File: src/logic/lvct_pkg.sv
// shared constants for the low voltage conversion timing block
package lvct_pkg;

	// apb register byte offsets
	localparam logic [7:0] OFS_CTRL  = 8'h00;
	localparam logic [7:0] OFS_STAT  = 8'h04;
	localparam logic [7:0] OFS_MASK  = 8'h08;
	localparam logic [7:0] OFS_STATE = 8'h0C;

	// control register field positions
	localparam int CTRL_START_POS  = 0;
	localparam int CTRL_ENABLE_POS = 1;
	localparam int CTRL_LSP_POS    = 2;
	localparam int CTRL_SEQ_POS    = 3;
	localparam int CTRL_SCAN_POS   = 4;
	localparam int CTRL_HWTRIG_POS = 5;
	localparam int CTRL_FR_POS     = 8;
	localparam int CTRL_LV_POS     = 12;

	// status and mask bit positions
	localparam int EV_DONE_POS   = 0;
	localparam int EV_SETERR_POS = 1;
	localparam int EV_BADCFG_POS = 2;
	localparam int EV_NUM        = 3;

	// reset values
	localparam logic [2:0]  FR_RST   = 3'h0;
	localparam logic [1:0]  LV_RST   = 2'h0;
	localparam logic [2:0]  MASK_RST = 3'h0;
	localparam logic [31:0] DATA_RST = 32'h0000_0000;

	// accepted field combinations
	localparam logic [1:0] LV_MODE1   = 2'h2;
	localparam logic [2:0] FR_DIV32   = 3'h0;
	localparam logic [2:0] FR_DIV16   = 3'h1;
	localparam logic [2:0] FR_DIV2    = 3'h4;
	localparam logic [2:0] FR_DIV1    = 3'h5;

	// divider terminal counts (divide ratio minus one)
	localparam logic [4:0] DIV32_LAST = 5'h1F;
	localparam logic [4:0] DIV16_LAST = 5'h0F;
	localparam logic [4:0] DIV2_LAST  = 5'h01;
	localparam logic [4:0] DIV1_LAST  = 5'h00;

	// phase lengths in conversion clocks
	localparam logic [6:0] STAB_CYC      = 7'h04;
	localparam logic [6:0] STAB_FAST_CYC = 7'h06;
	localparam logic [6:0] CONV_SLOW_CYC = 7'h50;
	localparam logic [6:0] CONV_FAST_CYC = 7'h6B;
	localparam logic [6:0] IDLY_CYC      = 7'h04;
	localparam logic [6:0] IDLY_SEQ_CUT  = 7'h03;
	localparam logic [1:0] SCAN_LAST_IDX = 2'h3;

	// settle time after stopping before fields may change
	localparam int CLK_PERIOD_NS  = 20;
	localparam int STOP_GUARD_NS  = 200;
	localparam logic [3:0] STOP_GUARD_CYC = 4'((STOP_GUARD_NS + CLK_PERIOD_NS - 1) / CLK_PERIOD_NS);

	// sequencer phases
	typedef enum logic [1:0] {
		PH_IDLE,
		PH_STAB,
		PH_CONV,
		PH_IDLY
	} lvct_phase_type;

endpackage

File: src/logic/lvct_top.sv
`timescale 1ns/1ns
// Summary of operation
// - Low voltage mode 1, select 000: clock /32, wait 4, convert 80, delay 4.
// - Low voltage mode 1, select 001: clock /16, wait 4, convert 80, delay 4.
// - Divide-by-two low voltage setting: wait 4, convert 107, delay 4.
// - Undivided low voltage setting: wait 6, convert 107, delay 4.
// - Hardware triggered follow-on sequential or scan 1-3 conversions skip the wait.
// - Interrupt delay as listed in one-shot, three clocks shorter in sequential.
module lvct_top
	import lvct_pkg::*;
(
	// clock and reset
	input  wire logic        i_ref_clk,
	input  wire logic        i_rst,
	// apb slave
	input  wire logic        i_psel,
	input  wire logic        i_penable,
	input  wire logic        i_pwrite,
	input  wire logic [7:0]  i_paddr,
	input  wire logic [31:0] i_pwdata,
	output logic             o_pready,
	output logic [31:0]      o_prdata,
	output logic             o_pslverr,
	// converter events
	input  wire logic        i_hw_trigger,
	output logic             o_conv_end,
	output logic             o_busy,
	output logic             o_irq
);
	// control register state
	logic                start_ff, enable_ff, lsp_ff, seq_ff, scan_ff, hwtrig_ff;
	logic                nxt_start, nxt_enable, nxt_lsp, nxt_seq, nxt_scan, nxt_hwtrig;
	logic [2:0]          fr_ff, nxt_fr;
	logic [1:0]          lv_ff, nxt_lv;
	logic [EV_NUM-1:0]   stat_ff, nxt_stat, mask_ff, nxt_mask;
	logic [3:0]          guard_ff, nxt_guard;
	logic                pready_ff, nxt_pready, pslverr_ff, nxt_pslverr, irq_ff, nxt_irq;
	logic [31:0]         prdata_ff, nxt_prdata;
	// sequencer state
	lvct_phase_type      phase_ff, nxt_phase;
	logic [6:0]          cnt_ff, nxt_cnt;
	logic [1:0]          idx_ff, nxt_idx;
	logic                first_ff, nxt_first, conv_end_ff, nxt_conv_end, busy_ff, nxt_busy;
	// decoded setting and handshakes
	logic                cfg_ok, run, fad_tick, done_ev, stop_req, wr_hit, ctrl_wr, fields_diff;
	logic                seterr_ev, addr_ok;
	logic [4:0]          div_last;
	logic [6:0]          stab_n, conv_n, idly_n, target;
	logic [EV_NUM-1:0]   events;

	// setting decode: divider and phase lengths per field combination
	always_comb begin
		cfg_ok   = 1'b0;
		div_last = DIV32_LAST;
		stab_n   = STAB_CYC;
		conv_n   = CONV_SLOW_CYC;
		if (lv_ff == LV_MODE1) begin
			if (!lsp_ff && fr_ff == FR_DIV32) begin
				cfg_ok   = 1'b1;
				div_last = DIV32_LAST;
			end
			if (!lsp_ff && fr_ff == FR_DIV16) begin
				cfg_ok   = 1'b1;
				div_last = DIV16_LAST;
			end
			if (lsp_ff && fr_ff == FR_DIV2) begin
				cfg_ok   = 1'b1;
				div_last = DIV2_LAST;
				conv_n   = CONV_FAST_CYC;
			end
			if (lsp_ff && fr_ff == FR_DIV1) begin
				cfg_ok   = 1'b1;
				div_last = DIV1_LAST;
				stab_n   = STAB_FAST_CYC;
				conv_n   = CONV_FAST_CYC;
			end
		end
	end

	assign idly_n = seq_ff ? (IDLY_CYC - IDLY_SEQ_CUT) : IDLY_CYC;
	assign run    = start_ff & enable_ff & cfg_ok;

	// conversion clock enable
	lvct_fad_div u_fad_div (
		.i_ref_clk  (i_ref_clk),
		.i_rst      (i_rst),
		.i_run      (phase_ff != PH_IDLE),
		.i_div_last (div_last),
		.o_tick     (fad_tick)
	);

	// phase length select
	always_comb begin
		case (phase_ff)
			PH_STAB: target = stab_n;
			PH_CONV: target = conv_n;
			PH_IDLY: target = idly_n;
			default: target = 7'h01;
		endcase
	end

	// sequencer: wait, convert, interrupt delay
	always_comb begin
		nxt_phase    = phase_ff;
		nxt_cnt      = cnt_ff;
		nxt_idx      = idx_ff;
		nxt_first    = first_ff;
		nxt_conv_end = 1'b0;
		done_ev      = 1'b0;
		stop_req     = 1'b0;
		case (phase_ff)
			PH_IDLE: begin
				nxt_cnt = 7'h00;
				if (!run) begin
					nxt_first = 1'b1;
					nxt_idx   = 2'h0;
				end else if (!hwtrig_ff || i_hw_trigger) begin
					if (hwtrig_ff && ((seq_ff && !first_ff) || (scan_ff && idx_ff != 2'h0))) begin
						nxt_phase = PH_CONV;
					end else begin
						nxt_phase = PH_STAB;
					end
				end
			end
			PH_STAB, PH_CONV, PH_IDLY: begin
				if (!run) begin
					nxt_phase = PH_IDLE;
					nxt_first = 1'b1;
					nxt_idx   = 2'h0;
				end else if (fad_tick) begin
					if (cnt_ff == target - 7'h01) begin
						nxt_cnt = 7'h00;
						if (phase_ff == PH_STAB) begin
							nxt_phase = PH_CONV;
						end else if (phase_ff == PH_CONV) begin
							nxt_phase = PH_IDLY;
						end else begin
							nxt_phase    = PH_IDLE;
							nxt_conv_end = 1'b1;
							done_ev      = 1'b1;
							nxt_first    = 1'b0;
							nxt_idx      = scan_ff ? idx_ff + 2'h1 : 2'h0;
							stop_req     = !seq_ff && (!scan_ff || idx_ff == SCAN_LAST_IDX);
						end
					end else begin
						nxt_cnt = cnt_ff + 7'h01;
					end
				end
			end
			default: begin
				nxt_phase = PH_IDLE;
			end
		endcase
		nxt_busy = nxt_phase != PH_IDLE;
	end

	// register the sequencer
	always_ff @(posedge i_ref_clk or posedge i_rst) begin
		if (i_rst) begin
			phase_ff    <= PH_IDLE;
			cnt_ff      <= 7'h00;
			idx_ff      <= 2'h0;
			first_ff    <= 1'b1;
			conv_end_ff <= 1'b0;
			busy_ff     <= 1'b0;
		end else begin
			phase_ff    <= nxt_phase;
			cnt_ff      <= nxt_cnt;
			idx_ff      <= nxt_idx;
			first_ff    <= nxt_first;
			conv_end_ff <= nxt_conv_end;
			busy_ff     <= nxt_busy;
		end
	end

	// apb decode: one wait state, access completes on the second access cycle
	assign addr_ok     = (i_paddr == OFS_CTRL) || (i_paddr == OFS_STAT) ||
	                     (i_paddr == OFS_MASK) || (i_paddr == OFS_STATE);
	assign wr_hit      = i_psel & i_penable & pready_ff & i_pwrite & addr_ok;
	assign ctrl_wr     = wr_hit && i_paddr == OFS_CTRL;
	assign fields_diff = (i_pwdata[CTRL_FR_POS +: 3] != fr_ff) || (i_pwdata[CTRL_LV_POS +: 2] != lv_ff);
	assign seterr_ev   = ctrl_wr & fields_diff & (start_ff | enable_ff | (guard_ff != 4'h0));
	assign events      = {(start_ff & enable_ff & ~cfg_ok), seterr_ev, done_ev};

	// register file next state
	always_comb begin
		nxt_start   = stop_req ? 1'b0 : start_ff;
		nxt_enable  = enable_ff;
		nxt_lsp     = lsp_ff;
		nxt_seq     = seq_ff;
		nxt_scan    = scan_ff;
		nxt_hwtrig  = hwtrig_ff;
		nxt_fr      = fr_ff;
		nxt_lv      = lv_ff;
		nxt_mask    = mask_ff;
		nxt_stat    = stat_ff;
		nxt_pready  = i_psel & i_penable & ~pready_ff;
		nxt_pslverr = i_psel & i_penable & ~pready_ff & ~addr_ok;
		nxt_prdata  = DATA_RST;
		if (ctrl_wr) begin
			nxt_start  = i_pwdata[CTRL_START_POS];
			nxt_enable = i_pwdata[CTRL_ENABLE_POS];
			nxt_lsp    = i_pwdata[CTRL_LSP_POS];
			nxt_seq    = i_pwdata[CTRL_SEQ_POS];
			nxt_scan   = i_pwdata[CTRL_SCAN_POS];
			nxt_hwtrig = i_pwdata[CTRL_HWTRIG_POS];
			if (!seterr_ev) begin
				nxt_fr = i_pwdata[CTRL_FR_POS +: 3];
				nxt_lv = i_pwdata[CTRL_LV_POS +: 2];
			end
		end
		if (wr_hit && i_paddr == OFS_MASK) begin
			nxt_mask = i_pwdata[EV_NUM-1:0];
		end
		// write one to clear; a new event wins
		if (wr_hit && i_paddr == OFS_STAT) begin
			nxt_stat = stat_ff & ~i_pwdata[EV_NUM-1:0];
		end
		nxt_stat = nxt_stat | events;
		nxt_irq  = |(nxt_stat & mask_ff);
		if (start_ff && !nxt_start) begin
			nxt_guard = STOP_GUARD_CYC;
		end else if (guard_ff != 4'h0) begin
			nxt_guard = guard_ff - 4'h1;
		end else begin
			nxt_guard = guard_ff;
		end
		// read data prepared on the first access cycle
		if (i_psel && i_penable && !pready_ff && !i_pwrite) begin
			case (i_paddr)
				OFS_CTRL: begin
					nxt_prdata[CTRL_START_POS]     = start_ff;
					nxt_prdata[CTRL_ENABLE_POS]    = enable_ff;
					nxt_prdata[CTRL_LSP_POS]       = lsp_ff;
					nxt_prdata[CTRL_SEQ_POS]       = seq_ff;
					nxt_prdata[CTRL_SCAN_POS]      = scan_ff;
					nxt_prdata[CTRL_HWTRIG_POS]    = hwtrig_ff;
					nxt_prdata[CTRL_FR_POS +: 3]   = fr_ff;
					nxt_prdata[CTRL_LV_POS +: 2]   = lv_ff;
				end
				OFS_STAT: nxt_prdata[EV_NUM-1:0] = stat_ff;
				OFS_MASK: nxt_prdata[EV_NUM-1:0] = mask_ff;
				OFS_STATE: nxt_prdata[16:0] = {guard_ff, cfg_ok, first_ff, idx_ff, phase_ff, cnt_ff};
				default: nxt_prdata = DATA_RST;
			endcase
		end
	end

	// register the register file
	always_ff @(posedge i_ref_clk or posedge i_rst) begin
		if (i_rst) begin
			start_ff   <= 1'b0;
			enable_ff  <= 1'b0;
			lsp_ff     <= 1'b0;
			seq_ff     <= 1'b0;
			scan_ff    <= 1'b0;
			hwtrig_ff  <= 1'b0;
			fr_ff      <= FR_RST;
			lv_ff      <= LV_RST;
			mask_ff    <= MASK_RST;
			stat_ff    <= '0;
			guard_ff   <= 4'h0;
			pready_ff  <= 1'b0;
			pslverr_ff <= 1'b0;
			prdata_ff  <= DATA_RST;
			irq_ff     <= 1'b0;
		end else begin
			start_ff   <= nxt_start;
			enable_ff  <= nxt_enable;
			lsp_ff     <= nxt_lsp;
			seq_ff     <= nxt_seq;
			scan_ff    <= nxt_scan;
			hwtrig_ff  <= nxt_hwtrig;
			fr_ff      <= nxt_fr;
			lv_ff      <= nxt_lv;
			mask_ff    <= nxt_mask;
			stat_ff    <= nxt_stat;
			guard_ff   <= nxt_guard;
			pready_ff  <= nxt_pready;
			pslverr_ff <= nxt_pslverr;
			prdata_ff  <= nxt_prdata;
			irq_ff     <= nxt_irq;
		end
	end

	// outputs straight from flops
	assign o_pready   = pready_ff;
	assign o_prdata   = prdata_ff;
	assign o_pslverr  = pslverr_ff;
	assign o_irq      = irq_ff;
	assign o_conv_end = conv_end_ff;
	assign o_busy     = busy_ff;
endmodule // lvct_top

File: src/logic/lvct_fad_div.sv
`timescale 1ns/1ns
// conversion clock enable: one pulse every (i_div_last + 1) clocks while running
module lvct_fad_div (
	// clock and reset
	input  wire logic       i_ref_clk,
	input  wire logic       i_rst,
	// control
	input  wire logic       i_run,
	input  wire logic [4:0] i_div_last,
	// conversion clock enable
	output logic            o_tick
);
	logic [4:0] cnt_ff;
	logic [4:0] nxt_cnt;
	logic       tick_ff;
	logic       nxt_tick;

	// restart the count whenever idle so phases align to the start
	always_comb begin
		nxt_cnt  = 5'h00;
		nxt_tick = 1'b0;
		if (i_run) begin
			if (cnt_ff >= i_div_last) begin
				nxt_tick = 1'b1;
			end else begin
				nxt_cnt = cnt_ff + 5'h01;
			end
		end
	end

	// register the divider
	always_ff @(posedge i_ref_clk or posedge i_rst) begin
		if (i_rst) begin
			cnt_ff  <= 5'h00;
			tick_ff <= 1'b0;
		end else begin
			cnt_ff  <= nxt_cnt;
			tick_ff <= nxt_tick;
		end
	end

	assign o_tick = tick_ff;
endmodule // lvct_fad_div

File: config.mk
export PLATFORM = sky130hd
export DESIGN_NAME = lvct_top
export DESIGN_NICKNAME = d
export VERILOG_FILES = /design/src/logic/lvct_pkg.sv /design/src/logic/lvct_top.sv /design/src/logic/lvct_fad_div.sv
export SDC_FILE = /design/constraint.sdc
export NUM_CORES = 1
export LEC_CHECK = 0
export BUFFER_PORTS_ARGS = -buffer_cell sky130_fd_sc_hd__clkbuf_2
export CORE_AREA = 5 5 108 79
export CTS_BUF_LIST = sky130_fd_sc_hd__clkbuf_4
export DETAILED_ROUTE_END_ITERATION = 8
export DIE_AREA = 0 0 113 84
export HOLD_SLACK_MARGIN = 0.15
export PLACE_DENSITY = 0.74
export SLEW_MARGIN = 20
export SYNTH_ARGS = -nofsm -noshare
export SYNTH_HDL_FRONTEND = slang
export SYNTH_SLANG_ARGS = --single-unit
File: constraint.sdc
create_clock -name i_ref_clk -period 4 [get_ports i_ref_clk]
set_input_delay 0.8 -clock i_ref_clk [delete_from_list [all_inputs] [get_ports i_ref_clk]]
set_output_delay 0.8 -clock i_ref_clk [all_outputs]
set_load 0.02 [all_outputs]
==> flow_metrics.py, run 1 <==
metrics = {
    "drt": {
        "drt_iter0_markers": 190,
        "final_antenna_net_count": 0,
        "detail_route.first_pass.iterations": 5,
        "detailroute.via_count": 2818,
        "route.detailed.wl_per_inst_um": 16.0,
        "detail_route.drc_violations": 0,
        "drt-total-wl_um": 8150,
        "routed_via_density": 5.55,
    },
    "timing": {
        "slew_hr_pct": 29.0,
        "unrepaired_setup_endpoints_after_global_routing": "no",
        "fin_tns_setup_ns": 0,
        "post-route-period-util_pct": 92.9,
        "setup_viol_count_final": 0,
        "finalHoldViolCount": 0,
        "fin_worst_skew_ns": 0.0135,
        "timing.fmax_ghz": 0.269,
        "timing_worst_slew_pin_value_ns": 1.06,
        "layout_min_cycle_time_ns": 3.72,
        "timing.final.ws_setup_ns": 0.284,
        "fin_worst_hold_slack_ns": 0.495,
        "final_max_slew_viol_count": 0,
    },
    "worst_setup_path": {
        "max_fanout_on_critical_path": 10,
        "start_kind": "register",
        "critPathTopFamily": "compound AO/OA/AOI/OAI gates",
        "timing.setup.critical_path_class": "register to register",
        "worstPathCellList": "inv_1 -> ha_2 -> and3b_2 -> o21ai_0 -> ha_1 -> xor2_1 -> o311ai_0 -> a311o_1 -> a2111oi_4 -> nand3_4 -> o31a_1 -> and2_1",
        "timing.critical_path.arrival_ns": 4.01,
        "crit_path_end_kind": "register",
        "worst_path_max_delay_cell": "dfrtp_1",
        "critical-path-max-stage-delay_ns": 0.48,
        "critical_path_required_ns": 4.29,
        "worst-path-buf-inv": 1,
    },
    "finish": {
        "layout-area-overhead-vs-synth_pct": 11.8,
        "layout-drive-gt1-share_pct": 25.3,
        "num_antenna_cells": 0,
        "final_net_count": 466,
        "mostFrequentLayoutCell": "dfrtp_1",
        "mostFrequentLayoutCells": "60 x dfrtp_1, 46 x clkbuf_2, 30 x nor2_1",
        "fin_area_um2": 4010,
        "layout.cells.non_filler": 508,
    },
    "floorplanning": {
        "floorplan.die.height_um": 84,
        "num_io_pins": 83,
        "placement_rows": 27,
        "initial_core_util_pct": 47.6,
        "design.core.area_um2": 7530,
        "design.die.area_um2": 9490,
        "floorplan.die.width_um": 113,
    },
    "global_routing": {
        "antenna_violations_before_repair": 0,
        "first_pass_grt_wire_length_um": 13600,
        "maximum_number_of_pins_on_one_net_before_global_route_repair": 48,
        "via_count_of_the_first_global_routing_pass": 2768,
        "global_route.usage.total_pct": 18.1,
        "grt.overflow.total": 0,
    },
    "logic_synthesis": {
        "netlist-cell-type-count": 68,
        "synth_area_per_cell_um2": 10.2,
        "synth-async-reset-ratio_pct": 100,
        "synth_edf_count": 0,
        "mapped_cells": 352,
        "post_synth_instance_area_um2": 3580,
        "synth-seq-cells": 61,
        "yosysWarningCount": 0,
        "seq_area_frac_synth_pct": 42.6,
        "synth_ff_type": "dfrtp_1",
    },
    "place": {
        "gp_congestion": 0.928,
        "dp_cells": 492,
        "hpwl_um": 6210,
        "post_dp_cell_area_um2": 3850,
        "port_buffers": 46,
        "preCtsSetupSlack_ns": 0.242,
    },
    "clock_network": {
        "clock_tree_from_tritoncts": "built",
        "ctsLongestPathBuffers": 2,
        "clock_tree.htree_level_count": 3,
        "cts_root_buffer": "clkbuf_4",
        "cts.clk_slew.worst_paths_ns": 0.11,
        "cts.sinks": 61,
        "number_of_buffers_added_by_the_clock_tree_synthesis_step": 9,
        "insertion_delay_ns": 0.40,
        "post-cts-setup-buffer-count": 0,
    },
    "worst_hold_path": {
        "min_path_type": "register to register",
    },
    "power": {
        "sequentialPowerShare_pct": 51.5,
        "power_frac_comb_pct": 11.5,
        "vdd.ir_drop.worst_mv": 0.227,
        "p_clk_share_pct": 36.9,
        "pwr_density_cell_nw_per_um2": 321,
        "power.leakage_nw": 1.93,
        "cell_internal_pwr_w": 0.000956,
        "p_sw_share_pct": 25.8,
        "p_switching_w": 0.000333,
    },
    "run_status": {
        "status": "complete, no violations",
    },
    "flow_run": {
        "maxCapViolations": 0,
    },
}
-- logic make-up (layout without fill, tap and decap cells) --
group,Yosys count,in the layout,synth area share [%]
AOI/OAI and AO/OA,76,76,15.9
xor gates and xnor gates,17,17,4.15
adders and majority gates,18,18,6.28
buffers and inverters,46,87,7.43
DFF,61,61,42.6
muxes,16,16,5.62
other,1,15,0.105
and+or+nand+nor,117,117,17.9
-- through the flow --
stage	total power (W)	util [%]
2_1_floorplan	0.000793	-
3_3_place_gp	0.000814	51.2
3_5_place_dp	0.000824	51.2
4_1_cts	0.00130	53.2
5_1_grt	0.00136	53.2
6_report	0.00129	53.2
-- synth_stat cells (4+ instances only) --
cell type | number | area [um^2]
clkbuf_1 | 6 | 22.5
a21oi_1 | 14 | 70.1
nand2_1 | 21 | 78.8
o21ai_0 | 12 | 60.1
nand2b_1 | 10 | 62.6
buf_4 | 17 | 128
and2_1 | 5 | 31.3
a31oi_1 | 7 | 43.8
dfrtp_1 | 60 | 1500
a21o_1 | 5 | 37.5
and3_1 | 5 | 31.3
nand3_1 | 10 | 50.1
ha_1 | 18 | 225
a22o_1 | 4 | 35.0
nor2_1 | 30 | 113
inv_1 | 18 | 67.6
mux2_2 | 13 | 146
xor2_1 | 10 | 87.6
nor3_1 | 10 | 50.1
xnor2_1 | 7 | 61.3
a22oi_1 | 8 | 60.1
-- registers in the layout, summed over array words and instances, names as in the netlist, 2 cells and up --
signal / flops
mask_ff: 3
cnt_ff: 7
u_fad_div.cnt_ff: 5
fr_ff: 3
idx_ff: 2
phase_ff: 2
o_prdata: 17
lv_ff: 2
stat_ff: 3
guard_ff: 4
-- layout make-up --
class | count | area (um^2)
timing repair buffer | 53 | 283
clock inverter | 6 | 77.6
clock buffer | 10 | 75.1
inverter | 18 | 67.6
fill | 681 | 3520
multi-input combinational | 259 | 1850
tap | 101 | 126
sequential | 61 | 1530
-- power by group through the flow --
stage                     clock (W)  sequential, W  combinational (W)
after floorplan                   0       0.000670           0.000123
after global placement            0       0.000673           0.000141
after detailed placement          0       0.000675           0.000149
after CTS                  0.000490       0.000663           0.000151
after global routing       0.000521       0.000667           0.000174
final                      0.000476       0.000664           0.000149
-- path summary, 6_finish.rpt --
kind / start / end / slack, ns / cells past startpoint
max in group asynchronous: i_rst / o_prdata[6] / 2.64 / 3
min: u_fad_div.cnt_ff[0] / u_fad_div.cnt_ff[0] / 0.49 / 1
max reg2reg: phase_ff[0] / guard_ff[0] / 0.28 / 12
min in group asynchronous: i_rst / u_fad_div.cnt_ff[3] / 0.60 / 2
max: phase_ff[0] / guard_ff[0] / 0.28 / 12
min reg2reg: u_fad_div.cnt_ff[0] / u_fad_div.cnt_ff[0] / 0.49 / 1
-- layer usage --
layer	up-vias	global-route usage, %	share of wire, %
met5	-	0	0
met3	10	5.72	8.3
li1	1329	-	-
met2	104	26.3	44
met4	0	4.80	1.1
met1	1375	26.1	47
-- repair_timing --
action | 4_1_cts | 5_1_grt
hold buffers | 0 | 0
resized for setup | 0 | 1
setup endpoints to repair | 0 | 7
Power figures use the tool's default switching activity.
==> run 2: changes to the inputs <==
--- a/config.mk
+++ b/config.mk
@@ -5,6 +5,7 @@
 export SDC_FILE = /design/constraint.sdc
 export NUM_CORES = 1
 export LEC_CHECK = 0
+export ABC_AREA = 1
 export BUFFER_PORTS_ARGS = -buffer_cell sky130_fd_sc_hd__clkbuf_2
 export CORE_AREA = 5 5 108 79
 export CTS_BUF_LIST = sky130_fd_sc_hd__clkbuf_4
@@ -12,6 +13,7 @@
 export DIE_AREA = 0 0 113 84
 export HOLD_SLACK_MARGIN = 0.15
 export PLACE_DENSITY = 0.74
+export RECOVER_POWER = 25
 export SLEW_MARGIN = 20
 export SYNTH_ARGS = -nofsm -noshare
 export SYNTH_HDL_FRONTEND = slang
==> flow_metrics.py, run 2 <==
metrics = {
    "run_status": {
        "status": "finished with violations",
        "violations": "max-capacitance violations, max-slew violations",
    },
    "worst_setup_path": {
        "start_kind": "register",
        "timing.critical_path.arrival_ns": 3.51,
        "ff2ff_setup_slack_ns": 0.78,
        "timing.setup.critical_path_class": "register to register",
        "crit_start": "phase_ff[0]",
        "regToRegEndpoint": "guard_ff[0]",
        "max_fanout_on_critical_path": 8,
        "r2r-start": "phase_ff[0]",
        "reg2regPathDepth": 18,
        "critical_path_required_ns": 4.29,
        "crit_path_end_kind": "register",
    },
    "finish": {
        "layout-drive-gt1-share_pct": 19.2,
        "multi_input_area_um2": 1720,
        "num_antenna_cells": 0,
        "mostFrequentLayoutCell": "nand2_1",
        "sequential_cell_area_um2": 1530,
        "largest_register_ffs": 17,
        "num-fill-cells": 725,
        "final_net_count": 563,
        "mostFrequentLayoutCells": "104 x nand2_1, 60 x dfrtp_1, 58 x inv_1",
        "postLayoutCoreUtil_pct": 52.8,
        "layout-area-overhead-vs-synth_pct": 10.7,
    },
    "global_routing": {
        "grt.overflow.total": 0,
        "antenna_violations_before_repair": 0,
        "maximum_number_of_pins_on_one_net_before_global_route_repair": 38,
        "first_pass_grt_wire_length_um": 13900,
        "via_count_of_the_first_global_routing_pass": 2907,
        "global_route.usage.total_pct": 18.2,
    },
    "flow_run": {
        "maxCapViolations": 1,
    },
    "clock_network": {
        "cts_root_buffer": "clkbuf_4",
        "insertion_delay_ns": 0.39,
        "post-cts-setup-buffer-count": 0,
        "post_cts.resized_instances": 0,
        "number_of_buffers_added_by_the_clock_tree_synthesis_step": 9,
        "cts_hold_repair.buffers": 0,
        "ctsLongestPathBuffers": 2,
        "clock_tree_from_tritoncts": "built",
        "cts.sinks": 61,
        "cts.clk_slew.worst_paths_ns": 0.10,
        "clock_tree.htree_level_count": 3,
    },
    "timing": {
        "timing.fmax_ghz": 0.311,
        "slew_hr_pct": -32.4,
        "layout_min_cycle_time_ns": 3.22,
        "fin_tns_setup_ns": 0,
        "final_max_slew_viol_count": 38,
        "unrepaired_setup_endpoints_after_global_routing": "no",
        "fin_worst_skew_ns": 0.0133,
        "finalHoldViolCount": 0,
        "post-route-period-util_pct": 80.4,
        "setup_viol_count_final": 0,
        "timing_worst_slew_pin_value_ns": 1.99,
    },
    "drt": {
        "drt-total-wl_um": 8230,
        "detailroute.via_count": 3044,
        "detail_route.first_pass.iterations": 4,
        "routed_via_density": 5.03,
        "detail_route.drc_violations": 0,
        "final_antenna_net_count": 0,
        "route.detailed.wl_per_inst_um": 13.6,
        "drt_iter0_markers": 240,
    },
    "floorplanning": {
        "initial_core_util_pct": 47.7,
        "placement_rows": 27,
        "floorplan.die.height_um": 84,
        "num_io_pins": 83,
        "design.core.area_um2": 7530,
        "design.die.area_um2": 9490,
        "floorplan.die.width_um": 113,
    },
    "logic_synthesis": {
        "main_combinational_cell_family_by_area_after_synthesis": "simple AND/OR/NAND/NOR gates",
        "synth-async-reset-ratio_pct": 100,
        "complex_gate_fraction_of_the_synthesized_area_pct": 9.61,
        "synth-seq-cells": 61,
        "mapped_cells": 448,
        "multiplexer_share_of_the_synthesized_area_pct": 0.592,
        "seq_area_frac_synth_pct": 42.5,
        "netlist-cell-type-count": 37,
        "synth_ff_type": "dfrtp_1",
        "synthXorXnorAreaFrac_pct": 3.17,
        "synthTopCellsByArea": "dfrtp_1 42%, nand2_1 11%, ha_1 6.3%, inv_1 6.1%, nand3_1 4.2%",
        "synth_top_area_share_pct": 41.8,
        "post_synth_instance_area_um2": 3590,
        "synth_edf_count": 0,
        "synth_simple_gate_area_share_pct": 26.7,
        "synth_largest_area_cell": "dfrtp_1",
        "synth_most_common_cell": "nand2_1",
        "yosysWarningCount": 0,
        "synthAdderAreaFrac_pct": 6.27,
        "netlist_top_cells_count": "104 x nand2_1, 60 x dfrtp_1, 58 x inv_1, 32 x nor2_1, 30 x nand3_1",
        "synth_area_per_cell_um2": 8.02,
    },
    "place": {
        "port_buffers": 46,
        "hpwl_um": 6560,
        "gp_congestion": 0.899,
    },
    "power": {
        "vdd.ir_drop.worst_mv": 0.222,
        "power.leakage_nw": 2.03,
        "pwr_density_cell_nw_per_um2": 295,
    },
    "worst_hold_path": {
        "worstHoldStart": "u_fad_div.cnt_ff[0]",
        "min_path_type": "register to register",
        "worst_hold_path.endpoint": "u_fad_div.cnt_ff[0]",
        "hold-path-cell-count": 1,
    },
}
## run 2: worst max-delay path by stage
stage / to / cells past startpoint
floorplan: guard_ff[0] / 18
global placement: guard_ff[2] / 18
detailed placement: guard_ff[0] / 18
CTS: guard_ff[0] / 18
global route: guard_ff[0] / 18
finish: guard_ff[0] / 18
## run 2: per-layer routing
layer	track usage [%]	up-vias	routed length, um
met2	27.4	104	3740
met1	25.8	1418	3840
li1	-	1511	-
met5	0	-	0
met3	5.07	11	560
met4	4.37	0	78
## run 2: area by class of cell
type	instances	area share, %
inverter	67	6.32
sequential	61	38.4
clock buffer	13	2.45
timing repair buffer	48	6.04
clock inverter	3	0.346
tap	101	3.18
multi-input combinational	312	43.3
## run 2: where the power goes
part | internal (W) | switching, W
logic | 0.0000509 | 0.0000995
clock network | 0.000153 | 0.000213
registers | 0.000641 | 0.0000190
## run 2: cells by family after synthesis
family	after synthesis
mux	2
fa+ha+maj	18
flops	61
simple gates	205
compound gates	59
buf+inv	89
xor+xnor	13
other cells	1
## run 2: worst max-delay path: stages, from the launching register on
cell and delay (ns):
dfrtp_1 0.44, inv_1 0.22, ha_1 0.39, inv_1 0.13
nand2_1 0.15, nor2_2 0.08, a31oi_1 0.16, ha_1 0.24
nand3_2 0.16, nand3_1 0.10, nand2_1 0.07, nor2_1 0.12
nand3_1 0.14, nor2_4 0.15, nand3_4 0.12, o21ai_2 0.17
nand3_2 0.14, nand2_1 0.09, inv_1 0.04
## run 2: stage by stage
step / power (W) / cells / area (um^2) / hold slack (ns) / setup slack (ns)
floorplan: 0.000790 / 462 / 3650 / 0.454 / 1.40
global placement: 0.000812 / 589 / 3870 / 0.478 / 0.910
detailed placement: 0.000823 / 589 / 3870 / 0.479 / 0.838
CTS: 0.00119 / 605 / 3980 / 0.407 / 0.805
global route: 0.00125 / 605 / 3980 / 0.504 / 0.404
finish: 0.00118 / 605 / 3980 / 0.494 / 0.782
